**src/bcdtk_pkg.sv**
```systemverilog
package bcdtk_pkg;
	// Register offsets
	localparam logic [7:0] OFS_CTRL_1 = 8'h00;
	localparam logic [7:0] OFS_CTRL_2 = 8'h01;
	localparam logic [7:0] OFS_SEC = 8'h03;
	localparam logic [7:0] OFS_MIN = 8'h04;
	localparam logic [7:0] OFS_HOUR = 8'h05;
	localparam logic [7:0] OFS_DAY = 8'h06;
	localparam logic [7:0] OFS_WDAY = 8'h07;
	localparam logic [7:0] OFS_MON = 8'h08;
	localparam logic [7:0] OFS_YEAR = 8'h09;
	localparam logic [7:0] OFS_SEC_MATCH = 8'h0a;
	// Field positions
	localparam int FLAG_BIT = 7;
	localparam int PM_BIT = 5;
	localparam int MODE12_BIT = 2;
	localparam int HIT_BIT = 4;
	// Writable field masks
	localparam logic [7:0] MASK_SEC = 8'h7f;
	localparam logic [7:0] MASK_MIN = 8'h7f;
	localparam logic [7:0] MASK_HOUR = 8'h3f;
	localparam logic [7:0] MASK_DAY = 8'h3f;
	localparam logic [7:0] MASK_WDAY = 8'h07;
	localparam logic [7:0] MASK_MON = 8'h1f;
	localparam logic [7:0] MASK_YEAR = 8'hff;
	// Counting limits
	localparam logic [7:0] LAST_SEC = 8'h59;
	localparam logic [7:0] LAST_MIN = 8'h59;
	localparam logic [7:0] LAST_HOUR_24 = 8'h23;
	localparam logic [4:0] HOUR_11 = 5'h11;
	localparam logic [4:0] HOUR_12 = 5'h12;
	localparam logic [4:0] HOUR_01 = 5'h01;
	localparam logic [2:0] LAST_WDAY = 3'h6;
	localparam logic [7:0] LAST_MON = 8'h12;
	localparam logic [7:0] LAST_YEAR = 8'h99;
	localparam logic [7:0] MON_FEB = 8'h02;
	localparam logic [7:0] MON_APR = 8'h04;
	localparam logic [7:0] MON_JUN = 8'h06;
	localparam logic [7:0] MON_SEP = 8'h09;
	localparam logic [7:0] MON_NOV = 8'h11;
	localparam logic [7:0] DAYS_28 = 8'h28;
	localparam logic [7:0] DAYS_29 = 8'h29;
	localparam logic [7:0] DAYS_30 = 8'h30;
	localparam logic [7:0] DAYS_31 = 8'h31;
	// Values after reset
	localparam logic [7:0] RST_SEC = 8'h00;
	localparam logic [7:0] RST_MIN = 8'h00;
	localparam logic [7:0] RST_HOUR = 8'h00;
	localparam logic [7:0] RST_DAY = 8'h01;
	localparam logic [2:0] RST_WDAY = 3'h0;
	localparam logic [7:0] RST_MON = 8'h01;
	localparam logic [7:0] RST_YEAR = 8'h00;
	localparam logic [7:0] RST_SEC_MATCH = 8'h80;
endpackage : bcdtk_pkg

```
**src/bcdtk_core.sv**
```systemverilog
`timescale 1ns/100ps
// Notes on behaviour
// - Seconds held as BCD, tens 0-5 in bits 6..4, units in 3..0.
// - Seconds bit 7 is the integrity-lost flag, one at start-up.
// - Minutes held as BCD tens 0-5 and units; bit 7 unused.
// - Hours: 12h uses bit 5 afternoon and bit 4 tens; 24h bits 5..4.
// - A control bit selects 12 or 24 hour counting.
// - Day of month BCD tens 0-3 in bits 5..4; bits 7..6 unused.
// - Year divisible by four, including zero, gives February 29 days.
// - Weekday is 0 to 6 in bits 2..0; upper bits unused.
// - Weekday counts 0 up to 6 then wraps to 0.
// - Month BCD 1 to 12, tens in bit 4; bits 7..5 unused.
// - Year held as two BCD digits, 00 to 99.
// - A 1 Hz tick advances seconds and carries through the calendar.
// - Time counters freeze while a host access is in progress.
// - One tick during an access is held and applied afterwards.
// - Enabled, valid second target is compared with the next seconds value.
// - Second target: bit 7 disables, default one; BCD target below.
// - Match hit flag sets on advancing into a match, held until cleared.
// - Internal reset sets the integrity flag; host clears with zero.
// - Reset selects 24-hour counting.
module bcdtk_core
	import bcdtk_pkg::*;
(
	input wire logic core_clk,
	input wire logic reset_n,
	input wire logic tick_1hz,
	input wire logic acc_active,
	input wire logic wr_en,
	input wire logic [7:0] addr,
	input wire logic [7:0] wdata,
	output logic [7:0] rdata,
	output logic match_hit_flag
);

	logic tick_s1_ff;
	logic tick_s2_ff;
	logic tick_s3_ff;
	logic tick_edge;
	logic step;
	logic nxt_pend;
	logic pend_ff;
	logic [7:0] sec_ff;
	logic [7:0] min_ff;
	logic [7:0] hour_ff;
	logic [7:0] day_ff;
	logic [2:0] wday_ff;
	logic [7:0] mon_ff;
	logic [7:0] year_ff;
	logic [7:0] nxt_sec;
	logic [7:0] nxt_min;
	logic [7:0] nxt_hour;
	logic [7:0] nxt_day;
	logic [2:0] nxt_wday;
	logic [7:0] nxt_mon;
	logic [7:0] nxt_year;
	logic [7:0] sec_match_ff;
	logic [7:0] last_day;
	logic [7:0] nxt_rdata;
	logic [7:0] rdata_ff;
	logic clock_integrity_lost_flag_ff;
	logic mode12_ff;
	logic hit_ff;
	logic c_min;
	logic c_hour;
	logic c_day;
	logic c_mon;
	logic c_year;
	logic leap;
	logic target_valid;
	logic sec_match_disable;
	logic sec_hit;
	logic wr_ctrl_1;
	logic wr_ctrl_2;
	logic wr_sec;
	logic wr_min;
	logic wr_hour;
	logic wr_day;
	logic wr_wday;
	logic wr_mon;
	logic wr_year;
	logic wr_sec_match;
	logic hour_is_11;
	logic [4:0] hour_12_next;
	logic [3:0] year_tens;
	logic [3:0] year_units;

	function automatic logic [7:0] bcd_next(input logic [7:0] v);
		if (v[3:0] == 4'h9)
			return {v[7:4] + 4'h1, 4'h0};
		return {v[7:4], v[3:0] + 4'h1};
	endfunction : bcd_next

	// One strobe per register keeps each update block to its own concern
	assign wr_ctrl_1 = wr_en && (addr == OFS_CTRL_1);
	assign wr_ctrl_2 = wr_en && (addr == OFS_CTRL_2);
	assign wr_sec = wr_en && (addr == OFS_SEC);
	assign wr_min = wr_en && (addr == OFS_MIN);
	assign wr_hour = wr_en && (addr == OFS_HOUR);
	assign wr_day = wr_en && (addr == OFS_DAY);
	assign wr_wday = wr_en && (addr == OFS_WDAY);
	assign wr_mon = wr_en && (addr == OFS_MON);
	assign wr_year = wr_en && (addr == OFS_YEAR);
	assign wr_sec_match = wr_en && (addr == OFS_SEC_MATCH);

	// Tick comes from the oscillator domain, so synchronise first
	always_ff @(posedge core_clk or negedge reset_n) begin
		if (!reset_n) begin
			tick_s1_ff <= 1'b0;
			tick_s2_ff <= 1'b0;
			tick_s3_ff <= 1'b0;
		end else begin
			tick_s1_ff <= tick_1hz;
			tick_s2_ff <= tick_s1_ff;
			tick_s3_ff <= tick_s2_ff;
		end
	end

	assign tick_edge = tick_s2_ff & ~tick_s3_ff;

	// Further ticks during one access are dropped
	assign step = ~acc_active & (pend_ff | tick_edge);
	assign nxt_pend = acc_active ? (pend_ff | tick_edge)
		: (pend_ff & tick_edge);

	always_ff @(posedge core_clk or negedge reset_n) begin
		if (!reset_n)
			pend_ff <= 1'b0;
		else
			pend_ff <= nxt_pend;
	end

	assign year_tens = year_ff[7:4];
	assign year_units = year_ff[3:0];
	// Leap test on BCD: (2*tens + units) mod 4
	assign leap = (2'(year_units[1:0] + {year_tens[0], 1'b0}) == 2'h0);

	always_comb begin
		if (mon_ff == MON_FEB)
			last_day = leap ? DAYS_29 : DAYS_28;
		else if (mon_ff == MON_APR || mon_ff == MON_JUN ||
			mon_ff == MON_SEP || mon_ff == MON_NOV)
			last_day = DAYS_30;
		else
			last_day = DAYS_31;
	end

	always_comb begin
		nxt_sec = sec_ff;
		c_min = 1'b0;
		if (step) begin
			c_min = (sec_ff == LAST_SEC);
			nxt_sec = c_min ? 8'h00 : bcd_next(sec_ff);
		end
	end

	always_comb begin
		nxt_min = min_ff;
		c_hour = 1'b0;
		if (c_min) begin
			c_hour = (min_ff == LAST_MIN);
			nxt_min = c_hour ? 8'h00 : bcd_next(min_ff);
		end
	end

	assign hour_is_11 = (hour_ff[4:0] == HOUR_11);

	always_comb begin
		if (hour_is_11)
			hour_12_next = HOUR_12;
		else if (hour_ff[4:0] == HOUR_12)
			hour_12_next = HOUR_01;
		else
			hour_12_next = 5'(bcd_next({3'b000, hour_ff[4:0]}));
	end

	always_comb begin
		nxt_hour = hour_ff;
		c_day = 1'b0;
		if (c_hour) begin
			if (mode12_ff) begin
				// Afternoon 11 to 12 is the only 12-hour step into a new day
				c_day = hour_is_11 && hour_ff[PM_BIT];
				nxt_hour = {2'b00, hour_ff[PM_BIT] ^ hour_is_11,
					hour_12_next};
			end else begin
				c_day = (hour_ff == LAST_HOUR_24);
				nxt_hour = c_day ? 8'h00 : bcd_next(hour_ff);
			end
		end
	end

	always_comb begin
		nxt_wday = wday_ff;
		if (c_day)
			nxt_wday = (wday_ff == LAST_WDAY) ? 3'h0 :
				3'(wday_ff + 3'h1);
	end

	always_comb begin
		nxt_day = day_ff;
		c_mon = 1'b0;
		if (c_day) begin
			c_mon = (day_ff == last_day);
			nxt_day = c_mon ? 8'h01 : bcd_next(day_ff);
		end
	end

	always_comb begin
		nxt_mon = mon_ff;
		c_year = 1'b0;
		if (c_mon) begin
			c_year = (mon_ff == LAST_MON);
			nxt_mon = c_year ? 8'h01 : bcd_next(mon_ff);
		end
	end

	always_comb begin
		nxt_year = year_ff;
		if (c_year)
			nxt_year = (year_ff == LAST_YEAR) ? 8'h00 :
				bcd_next(year_ff);
	end

	// Host writes win over counting; the host also writes outside an access
	always_ff @(posedge core_clk or negedge reset_n) begin
		if (!reset_n)
			sec_ff <= RST_SEC;
		else if (wr_sec)
			sec_ff <= wdata & MASK_SEC;
		else
			sec_ff <= nxt_sec;
	end

	always_ff @(posedge core_clk or negedge reset_n) begin
		if (!reset_n)
			min_ff <= RST_MIN;
		else if (wr_min)
			min_ff <= wdata & MASK_MIN;
		else
			min_ff <= nxt_min;
	end

	always_ff @(posedge core_clk or negedge reset_n) begin
		if (!reset_n)
			hour_ff <= RST_HOUR;
		else if (wr_hour)
			hour_ff <= wdata & MASK_HOUR;
		else
			hour_ff <= nxt_hour;
	end

	always_ff @(posedge core_clk or negedge reset_n) begin
		if (!reset_n)
			day_ff <= RST_DAY;
		else if (wr_day)
			day_ff <= wdata & MASK_DAY;
		else
			day_ff <= nxt_day;
	end

	always_ff @(posedge core_clk or negedge reset_n) begin
		if (!reset_n)
			wday_ff <= RST_WDAY;
		else if (wr_wday)
			wday_ff <= wdata[2:0];
		else
			wday_ff <= nxt_wday;
	end

	always_ff @(posedge core_clk or negedge reset_n) begin
		if (!reset_n)
			mon_ff <= RST_MON;
		else if (wr_mon)
			mon_ff <= wdata & MASK_MON;
		else
			mon_ff <= nxt_mon;
	end

	always_ff @(posedge core_clk or negedge reset_n) begin
		if (!reset_n)
			year_ff <= RST_YEAR;
		else if (wr_year)
			year_ff <= wdata & MASK_YEAR;
		else
			year_ff <= nxt_year;
	end

	// Only a reset sets it, so a write can clear but never set
	always_ff @(posedge core_clk or negedge reset_n) begin
		if (!reset_n)
			clock_integrity_lost_flag_ff <= 1'b1;
		else if (wr_sec)
			clock_integrity_lost_flag_ff <= clock_integrity_lost_flag_ff &
				wdata[FLAG_BIT];
	end

	always_ff @(posedge core_clk or negedge reset_n) begin
		if (!reset_n)
			mode12_ff <= 1'b0;
		else if (wr_ctrl_1)
			mode12_ff <= wdata[MODE12_BIT];
	end

	always_ff @(posedge core_clk or negedge reset_n) begin
		if (!reset_n)
			sec_match_ff <= RST_SEC_MATCH;
		else if (wr_sec_match)
			sec_match_ff <= wdata;
	end

	assign sec_match_disable = sec_match_ff[FLAG_BIT];
	// Target outside 00..59 never matches
	assign target_valid = (sec_match_ff[6:4] <= 3'h5) &&
		(sec_match_ff[3:0] <= 4'h9);
	// A write landing with the advance replaces it, so no hit then
	assign sec_hit = step && !wr_sec && !sec_match_disable &&
		target_valid && (nxt_sec[6:0] == sec_match_ff[6:0]);

	// Set only on advancing into a match; set wins over a clear
	always_ff @(posedge core_clk or negedge reset_n) begin
		if (!reset_n)
			hit_ff <= 1'b0;
		else if (sec_hit)
			hit_ff <= 1'b1;
		else if (wr_ctrl_2 && !wdata[HIT_BIT])
			hit_ff <= 1'b0;
	end

	always_comb begin
		case (addr)
			OFS_CTRL_1: nxt_rdata = 8'(mode12_ff) << MODE12_BIT;
			OFS_CTRL_2: nxt_rdata = 8'(hit_ff) << HIT_BIT;
			OFS_SEC: nxt_rdata = {clock_integrity_lost_flag_ff, sec_ff[6:0]};
			OFS_MIN: nxt_rdata = min_ff;
			OFS_HOUR: nxt_rdata = hour_ff;
			OFS_DAY: nxt_rdata = day_ff;
			OFS_WDAY: nxt_rdata = {5'h00, wday_ff};
			OFS_MON: nxt_rdata = mon_ff;
			OFS_YEAR: nxt_rdata = year_ff;
			OFS_SEC_MATCH: nxt_rdata = sec_match_ff;
			default: nxt_rdata = 8'h00;
		endcase
	end

	always_ff @(posedge core_clk or negedge reset_n) begin
		if (!reset_n)
			rdata_ff <= 8'h00;
		else
			rdata_ff <= nxt_rdata;
	end

	assign rdata = rdata_ff;
	assign match_hit_flag = hit_ff;

endmodule : bcdtk_core

```
**config.mk**
```make
export PLATFORM = sky130hd
export DESIGN_NAME = bcdtk_core
export DESIGN_NICKNAME = d
export VERILOG_FILES = /design/src/bcdtk_pkg.sv /design/src/bcdtk_core.sv
export SDC_FILE = /design/constraint.sdc
export NUM_CORES = 1
export LEC_CHECK = 0
export BUFFER_PORTS_ARGS = -buffer_cell sky130_fd_sc_hd__buf_2
export CORE_UTILIZATION = 50
export DETAILED_ROUTE_END_ITERATION = 12
export HOLD_SLACK_MARGIN = 0.12
export PLACE_DENSITY = 0.73
export SETUP_SLACK_MARGIN = 0.15
export SKIP_CTS_REPAIR_TIMING = 1
export SYNTH_ARGS = -nofsm -noshare
export SYNTH_HDL_FRONTEND = slang
export SYNTH_SLANG_ARGS = --single-unit
```
**constraint.sdc**
```tcl
create_clock -name core_clk -period 3.36 [get_ports core_clk]
set_input_delay 0.672 -clock core_clk [delete_from_list [all_inputs] [get_ports core_clk]]
set_output_delay 0.672 -clock core_clk [all_outputs]
set_load 0.03 [all_outputs]
```
After elaboration in Yosys (flattened, before gate mapping)
Index checks and enable logic that the tools add are counted.
Storage, ports and cells
  word-level logic and storage cells: 191
  flip-flop bits (word level): 74
  output and inout port bits: 9
Operators by class
  bitwise gates (word level): 8
  mux-type cells: 66
  $lt $le $gt $ge: 2
  equality and inequality tests: 31
  reductions and logical operators: 46
  $add $sub $neg: 15
Operators by type and width (count)
  $mux 8: 32
  $pmux 8 s10: 1
  $add 4x1->4 const B: 12
  $eq 8x3->1 const B: 6
  $eq 8x4->1 const B: 4
  $mux 1: 26
  $eq 4x4->1 const B: 6
  $mux 5: 4
  $logic_and 1x1->1: 17
  $eq 8x2->1 const B: 2
  $eq 8x5->1 const B: 2
  $eq 8x7->1 const B: 2
  $reduce_bool 2->1: 8
  $reduce_bool 3->1: 5
  $reduce_and 2->1: 6
  $eq 5x5->1 const B: 2
  $mux 3: 3
  $eq 8x1->1 const B: 1
  $eq 8x6->1 const B: 1
  $eq 8x8->1: 1
  $eq 8x8->1 const B: 1
  $logic_not 8->1: 1
  $eq 7x7->1: 1
  $ne 5x1->1 const B: 1
  other kinds (15): 23

Depth between registers and ports, before layout
Gate-level depths: netlist (run 1).
  depth in word-level cells: 14
  mapped depth: 11

Worst setup path before layout (run 1)
OpenSTA, ideal clock, no wires.
  path kind: input -> register
  start: input port addr[5]
  end: register hour_ff[6]
  buffers on the path: 1
  stages: 8
  setup time: 121 ps
  path slack: 690 ps
  required time: 3239 ps
  data arrival time: 2549 ps
  cell sequence: or4_1 > nor2_1 > nand2_1 > or3_1 > clkbuf_1 > o21ai_1 > o21ai_1 > a22o_1
Between the ends
  cells in the longest elaborated chain, start to end: 4
  elaborated cells on any way between the ends: 6
  those cells by class: eq/ne: 1; mux: 1; reduce/logical: 4
Ends and longest elaborated chain
  start, declared: line bcdtk_core.sv:30  | input wire logic [7:0] addr,
  $eq 8x3->1 *: line bcdtk_core.sv:99  | assign wr_hour = wr_en && (addr == OFS_HOUR);
  $logic_and 1x1->1 *: line bcdtk_core.sv:99
  $reduce_bool 4->1 (no source line) or $reduce_bool 2->1 (tied branches)
  $reduce_and 2->1 (no source line)
  end signal, assigned: line bcdtk_core.sv:248  | hour_ff <= wdata & MASK_HOUR;
  end signal, assigned: line bcdtk_core.sv:250  | hour_ff <= nxt_hour;
  end, declared: line bcdtk_core.sv:45  | logic [7:0] hour_ff;
Mark *: on every way between the ends. The rest lies on a longest branch, timed or not.
A chain may end at the register's enable or synchronous reset.

Worst setup path in the final report (run 1)
  start: register mon_ff[4]
  end: register year_ff[2]
Between the ends
  cells in the longest elaborated chain, start to end: 10
  elaborated cells on any way between the ends: 15
  those cells by class: eq/ne: 7; mux: 4; reduce/logical: 4
Ends and longest elaborated chain
  start, declared: line bcdtk_core.sv:48  | logic [7:0] mon_ff;
  start signal, assigned: line bcdtk_core.sv:275  | mon_ff <= wdata & MASK_MON;
  start signal, assigned: line bcdtk_core.sv:277  | mon_ff <= nxt_mon;
  $eq 8x3->1: line bcdtk_core.sv:141  | else if (mon_ff == MON_APR || mon_ff == MON_JUN ||
  $logic_or 1x1->1 (2 in a row): line bcdtk_core.sv:141
  $logic_or 1x1->1: line bcdtk_core.sv:142  | mon_ff == MON_SEP || mon_ff == MON_NOV)
  $mux 1: line bcdtk_core.sv:141
  $mux 8: line bcdtk_core.sv:139  | if (mon_ff == MON_FEB)
  $eq 8x8->1: line bcdtk_core.sv:204  | c_mon = (day_ff == last_day);
  $mux 1: line bcdtk_core.sv:203  | if (c_day) begin
  $mux 1 *: line bcdtk_core.sv:212  | if (c_mon) begin
  $reduce_bool 2->1 (no source line) *
  end signal, assigned: line bcdtk_core.sv:284  | year_ff <= wdata & MASK_YEAR;
  end signal, assigned: line bcdtk_core.sv:286  | year_ff <= nxt_year;
  end, declared: line bcdtk_core.sv:49  | logic [7:0] year_ff;
Marked as above.

==> summary.txt, run 1 <==
Status
  – Status: finished, final reports clean

Global routing
  – Vias in the first global route: 4167
  – Remaining Overflow, GRT: 0
  – First-pass GRT wire length: around 21 mm
  – Largest net degree at the start of global routing: 75
  – Gr usage total: 0.271
  – Initial antenna violation count: 0

Logic synthesis
  – Largest cells by area after synthesis: dfrtp_1 35%, nor2_1 5.1%, ha_1 4.8%
  – Flops & latches, synth: 74
  – Sequential-to-total area share from yosys stat: 0.374
  – Top-area cell type share of the netlist area: 0.353
  – Cells after Synth: 569
  – Synth cell types: 75
  – Async S/R FF share, synth: 1.00
  – Synthesized area: 0.00496 mm²
  – Post-synth top area cell: dfrtp_1
  – Top cells by count, synth: 70 x dfrtp_1, 68 x nor2_1, 46 x a21oi_1, 46 x nand2_1, 23 x o21ai_0
  – Synth Flop Type: dfrtp_1
  – Most frequent cell after synthesis: dfrtp_1
  – Yosys warns: 0
  – Syn_area_per_cell: 8.72 µm²
  – Post-synth EDFFs: 0
  – Synthesized Nets: 609

Power and ir drop
  – Peak supply drop: about 0.22 mV
  – Pwr Density: 427 mW/mm²
  – Leakage: 2.32 nW

CTS
  – TritonCTS buffer count: 9
  – Longest Clk Path Bufs: 2
  – H-tree depth: 3
  – Root buf cell: clkbuf_8
  – TritonCTS clock tree: built
  – Reg clk slew, reported paths: 0.09 ns
  – Clk_lat worst skew: 0.36 ns
  – Clock sink total: 74

Cells and area
  – Share of cells above drive strength 1: 0.132
  – # nets final: 625
  – P&R area growth vs syn: 8.88%
  – Final std cells w/o fill: a little over 700
  – ANT cells: 0
  – Final instance area: 0.00540 mm²

Worst setup path
  – CP Class: register to register
  – Data required, critical path: approximately 3.6 ns
  – Setup crit end kind: register
  – Reg-to-reg slack, setup: between 0.5 and 0.6 ns
  – WP data arrival: between 3 and 4 ns
  – Setup crit start kind: register
  – Crit Path Max Fanout: 8

STA
  – Max frequency: 0.351 GHz
  – Final setup TNS: 0 ns
  – Slew Limit Fails: 0
  – Final-report setup violation count: 0
  – Clock Skews: 0.0161 ns
  – Relative slew margins: 0.377
  – Fin crit period: 2.85 ns
  – Hold WS: 0.359 ns
  – Final Hold Fails: 0
  – Least-Margin Pin Slew: 0.935 ns
  – Period utilization: 0.849
  – RSZ-0062 raised after global routing: no
  – Crit path setup slack, layout: 0.508 ns

Die
  – # IOs: 30
  – Core Area: roughly 0.0094 mm²
  – Row cnt: 35
  – Die X: 102 µm
  – Die ar.: just over 0.01 mm²
  – Initial Util: 0.527
  – Die height: around 100 µm

Routing
  – Routed len/inst: 17.9 µm
  – Iteration-0 DRC Markers: 398
  – Met1 WL: 5.83 mm
  – Initial DRT Pass Iterations: 5
  – Drc violations: 0
  – DRT antenna net count: 0
  – DR vias: approximately 4400
  – Top routing layer in use: met4
  – Via density: around 6.1
  – Routed length on met2: between 5 and 6 mm
  – Wire length on met3: 750 µm
  – Drt total wl: 12.8 mm

Placed design
  – Gpl congestion: slightly below 0.9
  – DP Cell Count: 703
  – PortBufs: 29
  – Placed cell areas: 0.00518 mm²
  – Post-DP HPWL: 9.21 mm
  – Place WS: 0.483 ns

Job
  – Max-cap violations: 0

Hold path
  – Class of the worst hold path: register to register
## registers in the layout, indices dropped and copies added, names as in the netlist
register / flops
tick_s1_ff: 1
hour_ff: 8
mode12_ff: 1
year_ff: 8
tick_s3_ff: 1
sec_ff: 8
mon_ff: 8
wday_ff: 3
match_hit_flag: 1
rdata: 8
pend_ff: 1
day_ff: 8
clock_integrity_lost_flag_ff: 1
sec_match_ff: 8
min_ff: 8
tick_s2_ff: 1
## final cells by class
type | count | area, µm²
fillers | 851 | 4010
clock inverters | 7 | 100
well taps | 129 | 161
flip-flops and latches | 74 | 1860
inverters | 16 | 60.1
multi-input cells | 449 | 2910
repair buffers | 35 | 193
clock buffers | 9 | 124
## logic make-up (layout without fill, tap and decap cells)
kind of cell | Yosys count | after routing | synth area share
and+or+nand+nor | 241 | 241 | 0.254
AOI/OAI and AO/OA | 143 | 143 | 0.184
DFF | 74 | 74 | 0.374
buffers and inverters | 46 | 67 | 0.0398
muxes | 33 | 33 | 0.0772
adders and majority gates | 20 | 20 | 0.0499
xor gates and xnor gates | 12 | 12 | 0.0212
## where the power goes
group / internal, mW / switching [mW]
Clock: 0.424 / 0.360
Combinational: 0.184 / 0.235
Sequential: 0.972 / 0.133
## stage by stage
stage	power, mW	utilization
2_1_floorplan	1.39	-
3_3_place_gp	1.52	0.550
3_5_place_dp	1.54	0.550
4_1_cts	2.32	0.574
5_1_grt	2.43	0.574
6_report	2.31	0.574
## critical path, stage by stage (launching register included)
cell and delay, ns:
dfrtp_1 0.43, inv_1 0.14, ha_1 0.21, nand4_1 0.18, o31ai_2 0.41, o2111a_1 0.49, o211ai_2 0.23, or4_1 0.52
a31oi_1 0.17
## final timing paths
check / depth (start not counted) / endpoint / start
min in group asynchronous: 1 / hour_ff[5]$_DFFE_PN0P_ / reset_n
worst max register to register: 8 / year_ff[2]$_DFFE_PN0P_ / mon_ff[4]$_DFFE_PN0P_
worst min-delay path: 0 / tick_s2_ff$_DFF_PN0_ / tick_s1_ff$_DFF_PN0_
max in group asynchronous: 1 / year_ff[3]$_DFFE_PN0P_ / reset_n
worst max-delay path: 8 / year_ff[2]$_DFFE_PN0P_ / mon_ff[4]$_DFFE_PN0P_
worst min register to register: 0 / tick_s2_ff$_DFF_PN0_ / tick_s1_ff$_DFF_PN0_
## placed cells by master, fill, tap and decap left out, types with 9 or more instances in the layout
cell type  instances
o21ai_1           19
nand2_1           46
a21oi_1           46
nor2b_1           11
nand4_1           10
buf_2             28
clkbuf_8           9
nor2_1            68
nand3_1           21
mux2i_1           18
a31oi_1           10
o21ai_0           23
ha_1              19
nor3_1            21
dfrtp_1           70
or4_1             11
inv_1             16
## metal layers
| metal | vias to the layer above | GRT usage |
|---|---|---|
| met1 | 2119 | 0.379 |
| met4 | 0 | 0.124 |
| met3 | 34 | 0.0345 |
| met2 | 161 | 0.417 |
| met5 | - | 0 |
| li1 | 2103 | - |
No activity file was read; power rests on OpenSTA's default activity.
==> run 2, diff against run 1 <==
- clock period: 3.36 -> 2.8 ns (I/O delays scaled with it)
==> summary.txt, run 2 (synthesized netlist as in run 1, its figures left out) <==
CTS
  – Reg clk slew, reported paths: 0.08 ns (about the same)
  – Clk_lat worst skew: 0.36 ns (about the same)
  – Longest Clk Path Bufs: 2 (unchanged)
  – TritonCTS clock tree: built
  – Clock sink total: 74 (unchanged)
  – Root buf cell: clkbuf_8
  – TritonCTS buffer count: 9 (unchanged)
  – H-tree depth: 3 (unchanged)

Worst setup path
  – CP peak stage delay: 0.63 ns (+0.11 ns)
  – CP Class: register to register
  – Setup crit end kind: register
  – CP bufs+invs: 0 (-1)
  – Levels on crit path: 7 (-1)
  – WP data arrival: 2.86 ns (-0.27 ns)
  – Worst path top cell family by delay: simple AND/OR/NAND/NOR gates
  – Reg2reg path depth: 7 (-1)
  – Setup crit start kind: register
  – Crit-path slowest cell: dfstp_2
  – Data required, critical path: 3.08 ns (-0.56 ns)
  – CP Cell Sequence: and4bb_4 > o21bai_2 > a32oi_2 > o2111a_2 > or2_4 > or4_1 > a31oi_1
  – Crit Path Max Fanout: 9 (+1)

Job
  – Max-cap violations: 0 (unchanged)

Die
  – Die height: 102 µm (unchanged)
  – Die ar.: 0.0103 mm² (unchanged)
  – Die X: 102 µm (unchanged)
  – Core Area: 0.00942 mm² (unchanged)
  – Row cnt: 35 (unchanged)
  – Initial Util: 0.527 (unchanged)
  – # IOs: 30 (unchanged)

Routing
  – DRT antenna net count: 0 (unchanged)
  – Routed len/inst: 17.8 µm (-0.54%)
  – Drc violations: 0 (unchanged)
  – Via density: 6.03 (-1.9%)
  – Iteration-0 DRC Markers: 351 (-12%)
  – Drt total wl: 13.2 mm (+2.6%)
  – DR vias: 4472 (+1.2%)
  – Initial DRT Pass Iterations: 5 (unchanged)

Global routing
  – Initial antenna violation count: 0 (unchanged)
  – Remaining Overflow, GRT: 0 (unchanged)
  – First-pass GRT wire length: 21.4 mm (+0.62%)
  – Vias in the first global route: 4194 (+0.65%)
  – Largest net degree at the start of global routing: 75 (unchanged)
  – Gr usage total: 0.273 (+0.00195)

Hold path
  – Class of the worst hold path: primary input to register
  – Hold Path Depth: 1 (+1)

Power and ir drop
  – Pwr Density: 513 mW/mm² (+20%)
  – Leakage: 2.45 nW (+5.5%)
  – Peak supply drop: 0.258 mV (+20%)
  – Tot Pwr: 2.88 mW (+25%)

Cells and area
  – Final instance area: 0.00562 mm² (+4.0%)
  – Most frequent cells in the layout: 68 x dfrtp_1, 67 x nor2_1, 46 x nand2_1, 46 x a21oi_1, 30 x buf_4
  – Layout fillers: 860 (+1.1%)
  – Share of cells above drive strength 1: 0.176 (+0.0440)
  – Commonest non-fill, non-tap cell in the layout: dfrtp_1
  – P&R area growth vs syn: 13.3%
  – # nets final: 648 (+3.7%)
  – ANT cells: 0 (unchanged)

STA
  – Final-report setup violation count: 0 (unchanged)
  – Final setup TNS: 0 ns (unchanged)
  – Least-Margin Pin Slew: 0.947 ns (+0.0121 ns)
  – Final Hold Fails: 0 (unchanged)
  – Slew Limit Fails: 0 (unchanged)
  – Fin crit period: 2.58 ns (-0.272 ns)
  – Max frequency: 0.388 GHz (+11%)
  – Clock Skews: 0.0124 ns (-0.00378 ns)
  – Period utilization: 0.921 (+0.0726)
  – RSZ-0062 raised after global routing: yes
  – Relative slew margins: 0.369 (-0.00806)

Placed design
  – Placed cell areas: 0.00531 mm² (+2.6%)
  – PortBufs: 29 (unchanged)
  – Gpl congestion: 0.984 (+13%)
  – Post-DP HPWL: 9.48 mm (+3.0%)

Status
  – Status: finished, final reports clean
## run 2: worst paths after layout
| check | startpoint | end | slack (ns) |
|---|---|---|---|
| worst max register to register | mon_ff[0]$_DFFE_PN1P_ | day_ff[6]$_DFFE_PN0P_ | 0.22 |
| worst max-delay path | mon_ff[0]$_DFFE_PN1P_ | day_ff[6]$_DFFE_PN0P_ | 0.22 |
| worst min-delay path | tick_1hz | tick_s1_ff$_DFF_PN0_ | 0.31 |
| min in group asynchronous | reset_n | hour_ff[2]$_DFFE_PN0P_ | 0.33 |
| worst min register to register | tick_s1_ff$_DFF_PN0_ | tick_s2_ff$_DFF_PN0_ | 0.36 |
| max in group asynchronous | reset_n | mon_ff[1]$_DFFE_PN0P_ | 1.80 |
## run 2: metrics by stage
stage	util	setup slack, ns	hold WS, ns	cells
floorplan	-	0.224	0.264	569
global placement	0.564	0.187	0.337	721
detailed placement	0.564	0.0839	0.337	721
CTS	0.591	0.0869	0.298	737
global route	0.597	0.0998	0.293	742
finish	0.597	0.220	0.307	742
## run 2: cell type report
class	count	area (µm²)	area share
Clock inverter	7	125	0.0223
Clock buffer	9	124	0.0220
Tap cell	129	161	0.0287
Sequential cell	74	1860	0.331
Inverter	16	60.1	0.0107
Multi-Input combinational cell	449	2930	0.520
Timing Repair Buffer	58	365	0.0650
## run 2: power breakdown
| group | leakage, nW | total [mW] | switching (mW) | internal (mW) |
|---|---|---|---|---|
| combinational | 1.38 | 0.529 | 0.291 | 0.239 |
| clock | 0.124 | 1.03 | 0.433 | 0.601 |
| sequential | 0.940 | 1.32 | 0.153 | 1.17 |
## run 2: routing by layer
metal / share of wire / global-route usage
met5: 0 / 0
met4: 0.019 / 0.0948
met3: 0.069 / 0.0524
met2: 0.47 / 0.434
met1: 0.44 / 0.371
